File: config.mk
export PLATFORM = sky130hd
export DESIGN_NAME = multi_source_boot_loader
export DESIGN_NICKNAME = d
export VERILOG_FILES = /design/src/design/boot_pkg.sv /design/src/design/byte_if.sv /design/src/design/byte_buf2.sv /design/src/design/multi_source_boot_loader.sv /design/src/design/spi_boot_master.sv
export VERILOG_INCLUDE_DIRS = /design/src /design/src/design
export SDC_FILE = /design/constraint.sdc
export NUM_CORES = 1
export LEC_CHECK = 0
export BUFFER_PORTS_ARGS = -buffer_cell sky130_fd_sc_hd__buf_4
export CORE_MARGIN = 5
export CORE_UTILIZATION = 36
export CTS_BUF_LIST = sky130_fd_sc_hd__clkbuf_8
export CTS_CLUSTER_DIAMETER = 100
export DETAILED_ROUTE_END_ITERATION = 8
export GPL_TIMING_DRIVEN = 0
export SLEW_MARGIN = 20
export SYNTH_ARGS = -nofsm -noshare
export SYNTH_HDL_FRONTEND = slang
export SYNTH_SLANG_ARGS = --single-unit
File: constraint.sdc
create_clock -name CLK_SYS -period 3 [get_ports CLK_SYS]
set_input_delay 0.6 -clock CLK_SYS [delete_from_list [all_inputs] [get_ports CLK_SYS]]
set_output_delay 0.6 -clock CLK_SYS [all_outputs]
set_load 0.02 [all_outputs]
File: src/design/boot_map.svh
// timing, image and layout constants of the boot sequencer
`ifndef BOOT_MAP_SVH
`define BOOT_MAP_SVH
`define BL_CLK_NS 8
`define BL_CLK_KHZ 125000
`define BL_IRST_US 15
`define BL_IRST_CYC ((`BL_IRST_US * 1000 + `BL_CLK_NS - 1) / `BL_CLK_NS)
`define BL_LINK_NS 200
`define BL_LINK_CYC ((`BL_LINK_NS + `BL_CLK_NS - 1) / `BL_CLK_NS)
`define BL_SCLK_KHZ 2500
`define BL_SCLK_HALF (`BL_CLK_KHZ / (2 * `BL_SCLK_KHZ))
`define BL_SPI_READ 8'h03
`define BL_SPI_CMD_BYTES 16'h0004
`define BL_NO_CRC 32'h0D15_AB1E
`define BL_NULL_CHAN 32'h0000_FF02
`define BL_CRC_POLY 32'hEDB8_8320
`define BL_CRC_INIT 32'hFFFF_FFFF
`define BL_RAM_BASE 14'h0000
`define BL_OTP_BASE 13'h0000
`define BL_SEC_BOOT_BIT 5
`endif

File: src/design/boot_pkg.sv
// types shared by the boot sequencer modules
package boot_pkg;
  typedef enum logic [3:0] {
    S_HOLD, S_IRST, S_SELECT, S_JTAG, S_LINK_WAIT, S_SPI_CMD, S_ACK, S_SIZE,
    S_PROG, S_CRC, S_END_IN, S_END_OUT, S_RUN, S_FAIL
  } boot_state_t;
  typedef enum logic [1:0] {SRC_NONE, SRC_SPI, SRC_LINK, SRC_OTP} boot_src_t;
endpackage : boot_pkg

File: src/design/byte_if.sv
// byte stream with valid and ready; bit 8 marks a control token
`timescale 1ns/1ps
interface byte_if;
  logic valid;
  logic ready;
  logic [8:0] data;
  modport src (output valid, output data, input ready);
  modport snk (input valid, input data, output ready);
endinterface : byte_if

File: src/design/byte_buf2.sv
// two-entry buffer between the byte sources and the image parser
`timescale 1ns/1ps
module byte_buf2 (
  input wire logic clk,
  input wire logic rst,
  input wire logic ce,
  byte_if.snk in_s,
  byte_if.src out_s
);
  typedef struct packed {
    logic [8:0] m0;
    logic [8:0] m1;
    logic [1:0] cnt;
  } buf_t;
  buf_t q, d;
  logic push, pop;

  ////////////////////////////////////////////////////////////////////////
  // full at two entries; ready drops so the source stalls instead of losing
  assign in_s.ready = (q.cnt != 2'd2);
  assign out_s.valid = (q.cnt != 2'd0);
  assign out_s.data = q.m0;
  assign push = in_s.valid && in_s.ready;
  assign pop = out_s.valid && out_s.ready;

  // head always sits in m0
  always_comb begin
    d = q;
    unique case ({push, pop})
      2'b10: begin
        if (q.cnt == 2'd0) d.m0 = in_s.data;
        else d.m1 = in_s.data;
        d.cnt = q.cnt + 2'd1;
      end
      2'b01: begin
        d.m0 = q.m1;
        d.cnt = q.cnt - 2'd1;
      end
      2'b11: begin
        if (q.cnt == 2'd1) begin
          d.m0 = in_s.data;
        end else begin
          d.m0 = q.m1;
          d.m1 = in_s.data;
        end
      end
      2'b00: d = q;
    endcase
  end

  always_ff @(posedge clk) begin
    if (rst) q <= '0;
    else if (ce) q <= d;
  end
endmodule : byte_buf2

File: src/design/multi_source_boot_loader.sv
// boot sequencer: selects a source, fetches and checks the image, loads ram, starts it
`timescale 1ns/1ps
`include "boot_map.svh"
module multi_source_boot_loader (
  input wire logic CLK_SYS,
  input wire logic RST,
  input wire logic CE,
  input wire logic CHIP_RST_N,
  input wire logic [2:0] BOOT_SEL,
  input wire logic [31:0] SECURITY_REG,
  output logic GPIO_HIZ,
  output logic GPIO_PULL_EN,
  output logic BOOT_WAIT_JTAG,
  output logic BOOT_SEL_RESERVED,
  output logic TILE1_VIA_CHAN0,
  output logic INT_LINKS_EN,
  input wire logic SPI_MISO,
  output logic SPI_SS_N,
  output logic SPI_SCLK,
  output logic SPI_MOSI,
  output logic LINK_EN,
  output logic LINK_PD_EN,
  output logic [1:0] LINK_TX_WIRE,
  output logic LINK_TX_OE_N,
  output logic CHAN0_ALLOC,
  input wire logic LINK_RX_VALID,
  input wire logic [7:0] LINK_RX_DATA,
  input wire logic LINK_RX_CTRL,
  output logic LINK_RX_READY,
  output logic LINK_TX_VALID,
  output logic [31:0] LINK_TX_DEST,
  input wire logic LINK_TX_READY,
  output logic OTP_RD,
  output logic [12:0] OTP_ADDR,
  input wire logic OTP_VALID,
  input wire logic [7:0] OTP_DATA,
  output logic RAM_WE,
  output logic [13:0] RAM_ADDR,
  output logic [31:0] RAM_WDATA,
  output logic START_EXEC,
  output logic [13:0] START_ADDR,
  output logic CRC_ERROR,
  output logic BOOT_FAIL
);
  import boot_pkg::*;

  // all zero is the reset value of every field
  typedef struct packed {
    logic rst_s1;
    logic rst_s2;
    logic [2:0] sel_s1;
    logic [2:0] sel_s2;
    logic miso_s1;
    logic miso_s2;
    boot_state_t st;
    boot_src_t src;
    logic [15:0] cnt;
    logic [1:0] bidx;
    logic [31:0] word;
    logic [31:0] left;
    logic [31:0] crc;
    logic [31:0] ack;
    logic [13:0] addr;
    logic [12:0] otp_next;
    logic [12:0] otp_ra;
    logic otp_rd;
    logic otp_pend;
    logic spi_go;
    logic spi_discard;
    logic [7:0] spi_tx;
    logic ss_act;
    logic gpio_rel;
    logic pull_en;
    logic link_en;
    logic chan_alloc;
    logic jtag_wait;
    logic reserved;
    logic tile1_chan;
    logic int_links;
    logic ram_we;
    logic [13:0] ram_addr;
    logic [31:0] ram_data;
    logic exec;
    logic crc_err;
    logic fail;
    logic tx_valid;
  } boot_reg_t;
  boot_reg_t q, d;

  byte_if buf_in ();
  byte_if buf_out ();
  byte_if spi_rx ();
  logic spi_busy;
  logic fetch_st;
  logic link_st;
  logic pop;

  ////////////////////////////////////////////////////////////////////////
  // reflected crc-32 step over one byte
  function automatic logic [31:0] crc_byte(input logic [31:0] c, input logic [7:0] b);
    logic [31:0] r;
    r = c ^ {24'h00_0000, b};
    for (int i = 0; i < 8; i++) begin
      r = r[0] ? ((r >> 1) ^ `BL_CRC_POLY) : (r >> 1);
    end
    return r;
  endfunction : crc_byte

  ////////////////////////////////////////////////////////////////////////
  // byte sources share one buffer; only the selected source sees ready
  assign fetch_st = (q.st == S_SIZE) || (q.st == S_PROG) || (q.st == S_CRC);
  assign link_st = fetch_st || (q.st == S_ACK) || (q.st == S_END_IN);
  assign buf_in.valid = (q.src == SRC_SPI) ? spi_rx.valid :
                        (q.src == SRC_LINK) ? (LINK_RX_VALID && link_st) :
                        (q.src == SRC_OTP) ? OTP_VALID : 1'b0;
  assign buf_in.data = (q.src == SRC_SPI) ? spi_rx.data :
                       (q.src == SRC_LINK) ? {LINK_RX_CTRL, LINK_RX_DATA} :
                       {1'b0, OTP_DATA};
  assign spi_rx.ready = (q.src == SRC_SPI) && buf_in.ready;
  assign LINK_RX_READY = (q.src == SRC_LINK) && link_st && buf_in.ready;
  assign buf_out.ready = link_st;
  assign pop = buf_out.valid && buf_out.ready;

  byte_buf2 u_buf (
    .clk(CLK_SYS),
    .rst(RST || !q.rst_s2), // chip reset also drops any byte left in flight
    .ce(CE),
    .in_s(buf_in.snk),
    .out_s(buf_out.src)
  );

  // the serial clock and data-out pins are wired here; the select pin comes from q.ss_act
  spi_boot_master u_spi (
    .clk(CLK_SYS),
    .rst(RST || !q.rst_s2),
    .ce(CE),
    .go(q.spi_go),
    .discard(q.spi_discard),
    .tx(q.spi_tx),
    .miso(q.miso_s2),
    .busy(spi_busy),
    .sclk(SPI_SCLK),
    .mosi(SPI_MOSI),
    .rx(spi_rx.src)
  );

  ////////////////////////////////////////////////////////////////////////
  // sequencer next state
  always_comb begin
    logic [31:0] w;
    logic last;
    logic fin;
    w = {buf_out.data[7:0], q.word[31:8]};
    last = (q.bidx == 2'd3);
    fin = 1'b0;
    d = q;
    d.rst_s1 = CHIP_RST_N;
    d.rst_s2 = q.rst_s1;
    d.sel_s1 = BOOT_SEL;
    d.sel_s2 = q.sel_s1;
    d.miso_s1 = SPI_MISO;
    d.miso_s2 = q.miso_s1;
    d.ram_we = 1'b0;
    d.otp_rd = 1'b0;
    d.spi_go = 1'b0;
    unique case (q.st)
      S_HOLD: begin
        d.cnt = '0;
        if (q.rst_s2) d.st = S_IRST;
      end
      S_IRST: begin
        if (q.cnt == 16'(`BL_IRST_CYC - 1)) begin
          d.gpio_rel = 1'b1;
          d.pull_en = 1'b1;
          d.st = S_SELECT;
        end else begin
          d.cnt = q.cnt + 16'd1;
        end
      end
      S_SELECT: begin
        // select pins are taken once; later changes are not seen
        d.cnt = '0;
        d.bidx = '0;
        d.crc = `BL_CRC_INIT;
        d.addr = `BL_RAM_BASE;
        if (SECURITY_REG[`BL_SEC_BOOT_BIT]) begin
          d.src = SRC_OTP;
          d.otp_next = `BL_OTP_BASE;
          d.st = S_SIZE;
        end else if (!q.sel_s2[1]) begin
          d.jtag_wait = 1'b1;
          d.reserved = q.sel_s2[0];
          d.st = S_JTAG;
        end else begin
          d.tile1_chan = !q.sel_s2[2];
          d.int_links = q.sel_s2[2] && !q.sel_s2[0];
          if (q.sel_s2[0]) begin
            d.src = SRC_SPI;
            d.ss_act = 1'b1;
            d.st = S_SPI_CMD;
          end else begin
            d.src = SRC_LINK;
            d.st = S_LINK_WAIT;
          end
        end
      end
      S_JTAG: d.jtag_wait = 1'b1;
      S_LINK_WAIT: begin
        if (q.cnt == 16'(`BL_LINK_CYC - 1)) begin
          d.link_en = 1'b1;
          d.chan_alloc = 1'b1;
          d.st = S_ACK;
        end else begin
          d.cnt = q.cnt + 16'd1;
        end
      end
      S_SPI_CMD: begin
        if (!spi_busy && !q.spi_go) begin
          if (q.cnt == `BL_SPI_CMD_BYTES) begin
            d.st = S_SIZE;
          end else begin
            d.spi_go = 1'b1;
            d.spi_discard = 1'b1;
            d.spi_tx = (q.cnt == 16'd0) ? `BL_SPI_READ : 8'h00;
            d.cnt = q.cnt + 16'd1;
          end
        end
      end
      S_ACK, S_SIZE, S_PROG, S_CRC: begin
        if (pop) begin
          d.word = w;
          d.bidx = q.bidx + 2'd1;
          if ((q.st == S_SIZE) || (q.st == S_PROG)) begin
            d.crc = crc_byte(q.crc, buf_out.data[7:0]);
          end
          if (last) begin
            unique case (q.st)
              S_ACK: begin
                d.ack = w;
                d.st = S_SIZE;
              end
              S_SIZE: begin
                d.left = w;
                d.st = (w == 32'h0000_0000) ? S_CRC : S_PROG;
              end
              S_PROG: begin
                d.ram_we = 1'b1;
                d.ram_addr = q.addr;
                d.ram_data = w;
                d.addr = q.addr + 14'd1;
                d.left = q.left - 32'd1;
                if (q.left == 32'd1) d.st = S_CRC;
              end
              S_CRC: begin
                d.crc_err = (w != `BL_NO_CRC) && (w != ~q.crc);
                if (q.src == SRC_LINK) d.st = S_END_IN;
                else fin = 1'b1;
              end
              default: d.st = S_FAIL;
            endcase
          end
        end
      end
      S_END_IN: begin
        // data bytes before the end token are dropped
        if (pop && buf_out.data[8]) begin
          if (q.ack == `BL_NULL_CHAN) begin
            fin = 1'b1;
          end else begin
            d.tx_valid = 1'b1;
            d.st = S_END_OUT;
          end
        end
      end
      S_END_OUT: begin
        if (LINK_TX_READY) begin
          d.tx_valid = 1'b0;
          fin = 1'b1;
        end
      end
      S_RUN, S_FAIL: d.st = q.st;
      default: d.st = S_FAIL;
    endcase

    // end of load: release channel and flash, start only a good image
    if (fin) begin
      d.chan_alloc = 1'b0;
      d.ss_act = 1'b0;
      if (d.crc_err) begin
        d.fail = 1'b1;
        d.st = S_FAIL;
      end else begin
        d.exec = 1'b1;
        d.st = S_RUN;
      end
    end

    // fetch one byte ahead only while the buffer has room
    if ((q.src == SRC_SPI) && fetch_st && !fin && !spi_busy && !q.spi_go && buf_in.ready) begin
      d.spi_go = 1'b1;
      d.spi_discard = 1'b0;
      d.spi_tx = 8'h00;
    end
    if (OTP_VALID) d.otp_pend = 1'b0; // a read issued in the same cycle keeps pending set
    if ((q.src == SRC_OTP) && fetch_st && !fin && !q.otp_pend && buf_in.ready) begin
      d.otp_rd = 1'b1;
      d.otp_pend = 1'b1;
      d.otp_ra = q.otp_next;
      d.otp_next = q.otp_next + 13'd1;
    end

    // chip reset pin overrides everything but the synchronisers
    if (!q.rst_s2) begin
      w = 32'h0000_0000;
      d = '0;
      d.rst_s1 = CHIP_RST_N;
      d.rst_s2 = q.rst_s1;
      d.sel_s1 = BOOT_SEL;
      d.sel_s2 = q.sel_s1;
      d.miso_s1 = SPI_MISO;
      d.miso_s2 = q.miso_s1;
    end
  end

  always_ff @(posedge CLK_SYS) begin
    if (RST) q <= '0;
    else if (CE) q <= d;
  end

  ////////////////////////////////////////////////////////////////////////
  // outputs, all from flip-flops or constants
  assign GPIO_HIZ = !q.gpio_rel;
  assign GPIO_PULL_EN = q.pull_en;
  assign BOOT_WAIT_JTAG = q.jtag_wait;
  assign BOOT_SEL_RESERVED = q.reserved;
  assign TILE1_VIA_CHAN0 = q.tile1_chan;
  assign INT_LINKS_EN = q.int_links;
  assign SPI_SS_N = !q.ss_act;
  assign LINK_EN = q.link_en;
  assign LINK_PD_EN = !q.link_en;
  assign LINK_TX_WIRE = 2'b00; // idle level of the outgoing wires
  assign LINK_TX_OE_N = !q.link_en;
  assign CHAN0_ALLOC = q.chan_alloc;
  assign LINK_TX_VALID = q.tx_valid;
  assign LINK_TX_DEST = q.ack;
  assign OTP_RD = q.otp_rd;
  assign OTP_ADDR = q.otp_ra;
  assign RAM_WE = q.ram_we;
  assign RAM_ADDR = q.ram_addr;
  assign RAM_WDATA = q.ram_data;
  assign START_EXEC = q.exec;
  assign START_ADDR = `BL_RAM_BASE;
  assign CRC_ERROR = q.crc_err;
  assign BOOT_FAIL = q.fail;
endmodule : multi_source_boot_loader

File: src/design/spi_boot_master.sv
// mode 0 serial master: one byte per request, command out msb first, data in lsb first
`timescale 1ns/1ps
`include "boot_map.svh"
module spi_boot_master (
  input wire logic clk,
  input wire logic rst,
  input wire logic ce,
  input wire logic go,
  input wire logic discard,
  input wire logic [7:0] tx,
  input wire logic miso,
  output logic busy,
  output logic sclk,
  output logic mosi,
  byte_if.src rx
);
  typedef struct packed {
    logic busy;
    logic hold;
    logic discard;
    logic sclk;
    logic [2:0] bitn;
    logic [7:0] div;
    logic [7:0] txs;
    logic [7:0] rxs;
  } spi_t;
  spi_t q, d;

  ////////////////////////////////////////////////////////////////////////
  assign busy = q.busy;
  assign sclk = q.sclk;
  assign mosi = q.txs[7];
  assign rx.valid = q.hold;
  assign rx.data = {1'b0, q.rxs};

  // half period of 25 cycles gives the boot serial clock
  always_comb begin
    d = q;
    if (q.hold) begin
      if (rx.ready) begin // byte held until the buffer takes it
        d.hold = 1'b0;
        d.busy = 1'b0;
      end
    end else if (!q.busy) begin
      if (go) begin
        d.busy = 1'b1;
        d.discard = discard;
        d.txs = tx;
        d.div = '0;
        d.bitn = '0;
      end
    end else if (q.div == 8'(`BL_SCLK_HALF - 1)) begin
      d.div = '0;
      if (!q.sclk) begin
        d.sclk = 1'b1;
        d.rxs = {miso, q.rxs[7:1]};
      end else begin
        d.sclk = 1'b0;
        d.txs = {q.txs[6:0], 1'b0};
        d.bitn = q.bitn + 3'd1;
        if (q.bitn == 3'd7) begin
          if (q.discard) d.busy = 1'b0;
          else d.hold = 1'b1;
        end
      end
    end else begin
      d.div = q.div + 8'd1;
    end
  end

  always_ff @(posedge clk) begin
    if (rst) q <= '0;
    else if (ce) q <= d;
  end
endmodule : spi_boot_master

-- Word-level counts from Yosys, hierarchy flattened
Index checks and enable logic that the tools add are counted.
- add/sub/neg operators: 9
- eq/ne operators: 96
- multiplexer cells: 124
- bitwise gates (word level): 14
- reductions and logical operators: 79
- operators with widths (cell ; number):
    32-bit 2-to-1 mux ; 12
    264-bit 2-to-1 mux ; 1
    47-bit 2-to-1 mux ; 4
    144-bit 2-to-1 mux ; 1
    32-bit case mux with 2 select lines ; 2
    13-bit inverter with 14-bit output ; 8
    16-bit 2-to-1 mux ; 5
    64-bit 2-to-1 mux ; 1
    16-bit case mux with 4 select lines ; 1
    9-bit 2-to-1 mux ; 6
    4-bit 2-to-1 mux ; 12
    46-bit 2-to-1 mux ; 1
    10-bit 2-to-1 mux ; 4
    5-bit AND reduction ; 8
    3-bit inequality test (second input constant) ; 13
    19-bit 2-to-1 mux ; 2
    1-bit 2-to-1 mux ; 35
    3-bit AND reduction ; 11
    32-bit by 1-bit equality test with 1-bit output (second input constant) ; 1
    32-bit by 16-bit equality test with 1-bit output (second input constant) ; 1
    32-bit logical NOT ; 1
    32-bit by 28-bit inequality test with 1-bit output (second input constant) ; 1
    32-bit inequality test ; 1
    32-bit inverter ; 1
    other kinds (58) ; 189
- flip-flop bits (word level): 325
- input port bits: 60
- output and inout bits: 127
- logic and storage cells: 371

-- Longest topological paths before layout
- depth after elaboration: 21
- depth in mapped cells: 12
- mapped depth without buffers: 10

-- Hierarchy
Synthesis repeated with hierarchy kept, for this count alone.
- cell total of the unflattened synthesis: 2005
- area, all modules: 16377.0 um2
- modules (own cells, without submodules) (module ; times used ; cells an instance ; area each (um2)):
    multi_source_boot_loader ; 1 ; 1710 ; 13738.2
    spi_boot_master ; 1 ; 176 ; 1600.3
    byte_buf2 ; 1 ; 119 ; 1038.5

-- Worst setup path before layout
OpenSTA, ideal clock, no wires.
- path kind: register -> register
- start point: register q (netlist bit LINK_TX_DEST[0])
- end point: register q[91] (netlist bit)
- data arrival time: 2380 ps
- required time: 2872 ps
- path slack: 493 ps
- stages on the path, launching flop included: 10
- buffers on the path: 2
- clock period less this slack: 2507 ps
- cells stage by stage: dfxtp_1 > or4b_1 > or4_1 > o32a_1 > buf_6 > a41o_1 > buf_6 > nand4_1 > xor2_1 > nor2_1
- cells in the longest elaborated chain, start to end: 10
- ends and longest elaborated chain (item ; line ; text):
    start: declaration ; multi_source_boot_loader.sv:88 ; boot_reg_t q, d;
    start signal: assignment ; multi_source_boot_loader.sv:326 ; if (RST) q <= '0;
    start signal: assignment ; multi_source_boot_loader.sv:327 ; else if (CE) q <= d;
    32-bit by 16-bit equality test with 1-bit output (no line) (*) ; -- ;
    1-bit 2-to-1 mux (*) ; multi_source_boot_loader.sv:267 ; if (q.ack == `BL_NULL_CHAN) begin
    1-bit 2-to-1 mux (*) ; multi_source_boot_loader.sv:266 ; if (pop && buf_out.data[8]) begin
    1-bit case mux with 3 select lines (*) ; multi_source_boot_loader.sv:166 ; unique case (q.st)
    1-bit logical NOT (*) ; multi_source_boot_loader.sv:305 ; if ((q.src == SRC_OTP) && fetch_st && !fin && !q.otp_pend && buf_in.ready) begin
    1-bit logical AND (*) (3 in a row) ; multi_source_boot_loader.sv:305 ;
    3-bit by 1-bit inequality test with 1-bit output (no line), or another cell as far along ; -- ;
    3-bit AND reduction (no line) / 264-bit 2-to-1 mux (equally long branches) ; -- ;
Every way passes the cells marked *; elsewhere a longest branch is shown, timed or not. The select of a mux whose other input is x is not followed.
A chain may end at the register's enable or synchronous reset.

-- Final worst setup path
- start point: register q[272] (netlist bit)
- end point: register q (netlist bit LINK_TX_DEST[31])
- cells in the longest elaborated chain, start to end: 2
- ends and longest elaborated chain (item):
    2-bit by 1-bit inequality test with 1-bit output (no line)
    5-bit AND reduction (no line)
Several ways; a longest one is shown, not always the timed one.

==> results.py <==
metrics = {
    "cts": {
        "clock_latency_ps": 640,
        "clockBufferDepth": 3,
        "cts-root-buf": "clkbuf_8",
        "numCtsBuffers": 54,
        "clk_pin_slew_ps": 60,
        "clock_sinks": 309,
        "cts_tree": "yes",
        "htreeDepth": 2,
    },
    "synthesis": {
        "netlist_area_um2": 15730,
        "synth_area_leader_cell": "dfxtp_1",
        "ys_seq_area_share_pct": 39.33,
        "async_flop_share_pct": 0,
        "synthTopCellsByArea": "dfxtp_1 39%, xnor2_1 5.9%, nor2_1 5.6%",
        "ys_types": 81,
        "synth_top_area_share_pct": 39.33,
        "ys_ff_latch": 309,
        "synth_ff_type": "dfxtp_1",
        "syn_inst": 1946,
        "avgSynthCellArea_um2": 8.082,
        "synth_enable_flop_cells": 0,
        "yosysWarningCount": 0,
    },
    "cells_and_area": {
        "syn_to_final_growth_pct": 19.31,
        "diodes": 0,
        "instances_no_fill": 2766,
        "utilization_pct": 43.46,
        "drive_gt1_share_pct": 18.29,
        "fin_nets": 2220,
    },
    "power": {
        "power.density_nw_per_um2": 460.0,
        "power.leakage_nw": 7.153,
        "vdd_ir_drop_max_mv": 0.2949,
    },
    "worst_setup_path": {
        "path_class": "flip-flop to flip-flop",
        "worstPathRequired_ps": 3540,
        "crit_path_end_kind": "flip-flop",
        "critPathSlowestCell": "clkbuf_1",
        "worst-endpoint-arrival_ps": 3510,
        "crit_path_start_kind": "flip-flop",
        "worstPathCellList": "clkbuf_2, buf_2, clkbuf_2, clkbuf_1, clkbuf_1, nand3_1, a21oi_1",
        "max_stage_delay_ps": 620,
        "cp_max_fo": 10,
    },
    "route": {
        "viasPerCell": 5.398,
        "firstDrtPassIters": 6,
        "antenna_left": 0,
        "wl_per_cell_um": 19.74,
        "via_count": 14930,
        "drt-initial-drc-count": 1457,
        "wl_um": 54600,
        "drc": 0,
    },
    "grt": {
        "grt_pass1_wl_um": 83550,
        "grt_overflow": 0,
        "grt_pass1_vias": 14360,
        "antenna_found_initial": 0,
        "gr-usage-all-layers_pct": 22.01,
        "grt_max_degree": 15,
    },
    "die": {
        "initial_core_util_pct": 36.43,
        "row_count": 76,
        "die_h_um": 219.0,
        "core-area_um2": 43170,
        "die_area_um2": 47970,
        "die_w_um": 219.0,
        "ioPinCount": 187,
    },
    "sta": {
        "finalHoldViolations": 0,
        "min_period_ps": 2972,
        "relSlewSlack_pct": 35.97,
        "setup_viol": 0,
        "worstMarginPinSlew_ps": 960.4,
        "fin_skew_ps": 41.67,
        "timing.fmax_ghz": 0.3365,
        "rsz0062_at_grt": "true",
        "slew_viol_final": 0,
        "post-route-period-util_pct": 99.07,
    },
    "placed_design": {
        "place.gp.congestion": 0.9567,
        "placedCellCount": 2684,
        "dp_hpwl_um": 39930,
        "portBuffers": 138,
    },
    "min_path": {
        "hp-class": "primary input to flip-flop",
    },
    "run": {
        "max-cap-violations": 0,
    },
    "status": {
        "outcome": "complete, no violations",
    },
}
==> final timing paths <==
kind               start               end  slack (ps)  depth (start not counted)
min          BOOT_SEL[2]            q[271]         210                          3
min reg2reg  u_spi.q[14]        u_spi.mosi         450                          2
max reg2reg       q[272]  LINK_TX_DEST[31]          30                          7
max               q[272]  LINK_TX_DEST[31]          30                          7
==> final cells by class <==
class	count	area (um^2)
clock buffers	64	880.8
multi-input cells	1358	8219
fillers	4413	24410
repair buffers	139	1044
plain buffers	240	1364
clock inverters	31	182.7
well taps	585	732.0
flip-flops and latches	309	6191
inverters	40	151.4
==> critical path, delay by kind of cell, from the launching register on <==
| kind | cells | cell delay, ps |
|---|---|---|
| buffers and inverters | 5 | 2150 |
| AOI/OAI and AO/OA | 1 | 160 |
| and+or+nand+nor | 1 | 150 |
| DFF | 1 | 410 |
==> what timing repair did <==
action / CTS / global route
resized for setup: 28 / 35
endpoints found under the setup margin: 192 / 126
hold buffers: 0 / 0
pin swaps: 1 / 0
cloned: 0 / 0
setup buffers: 1 / 0
==> through the flow <==
stage               TNS, ps  setup WS, ps  area, um^2  hold WS [ps]  total power (W)
global placement     -59340        -838.4       17550         439.1         0.004848
finish                    0         27.83       18760         206.1         0.008632
CTS                       0         2.710       18700         165.6         0.008700
global route         -14.66        -6.710       18760         219.5         0.008954
floorplan                 0         492.5       15780         432.1         0.004642
detailed placement   -61120        -796.5       17570         446.8         0.004856
==> registers in the layout, indices dropped and copies added (netlist names), 8 cells and up <==
name,cells
u_spi.q,19
LINK_TX_DEST,32
u_spi.rx.data,8
RAM_ADDR,14
OTP_ADDR,13
RAM_WDATA,32
q,155
u_buf.out_s.data,9
u_buf.q,11
==> layout by cell type (no fill, tap or decap), drive strengths merged, types with 38 or more instances in the layout <==
cell type,netlist,final
inv,39,65
a22oi,74,74
dfxtp,309,309
nor4,38,38
buf,132,271
nand2,188,188
clkbuf,122,172
nand3,78,78
o21ai,96,96
nor2,237,237
xnor2,106,106
mux2i,42,42
a21oi,142,142
==> Yosys cell counts (5+ instances only) <==
master / n
o21ai_0: 91
mux2i_1: 42
xnor2_1: 106
nand2_1: 188
o2111ai_1: 5
inv_1: 39
buf_1: 14
o211ai_1: 19
nand3_1: 78
ha_1: 18
a22oi_1: 74
nand4_1: 22
nor2_1: 236
buf_2: 7
dfxtp_1: 309
and3_1: 19
nor3_1: 29
o21ai_1: 5
o21a_1: 6
or4_1: 16
nor4_1: 36
a22o_1: 17
a21o_1: 8
xor2_1: 33
clkbuf_1: 121
o31ai_1: 7
or3_1: 7
nand2b_1: 9
nor2b_1: 15
a31oi_1: 17
a211oi_1: 25
a21oi_1: 139
buf_4: 108
==> layer usage <==
layer	part of all wire (%)	wire, um	up-vias	GRT usage, %
met5	0	0	-	0
met4	2.9	1599	0	7.536
met3	7.2	3932	122	4.139
met2	47	25740	570	36.74
met1	43	23330	7155	28.63
li1	-	-	7085	-
==> kinds of logic (layout without fill, tap and decap cells) <==
group | count (synthesis) | in the layout | share of synthesized area (%)
AOI/OAI and AO/OA | 451 | 451 | 18.35
xor gates and xnor gates | 139 | 139 | 7.741
adders and majority gates | 18 | 18 | 1.432
buffers and inverters | 294 | 514 | 9.801
DFF | 309 | 309 | 39.33
muxes | 43 | 43 | 2.745
other | 1 | 16 | 0.02384
and+or+nand+nor | 691 | 691 | 20.57
==> report_power, final <==
part,switching (W),internal [W]
combinational,0.000431,0.000194
clock,0.00175,0.00209
sequential,0.0000328,0.00413
total,0.00221,0.00642
No activity file was read; power rests on OpenSTA's default activity.
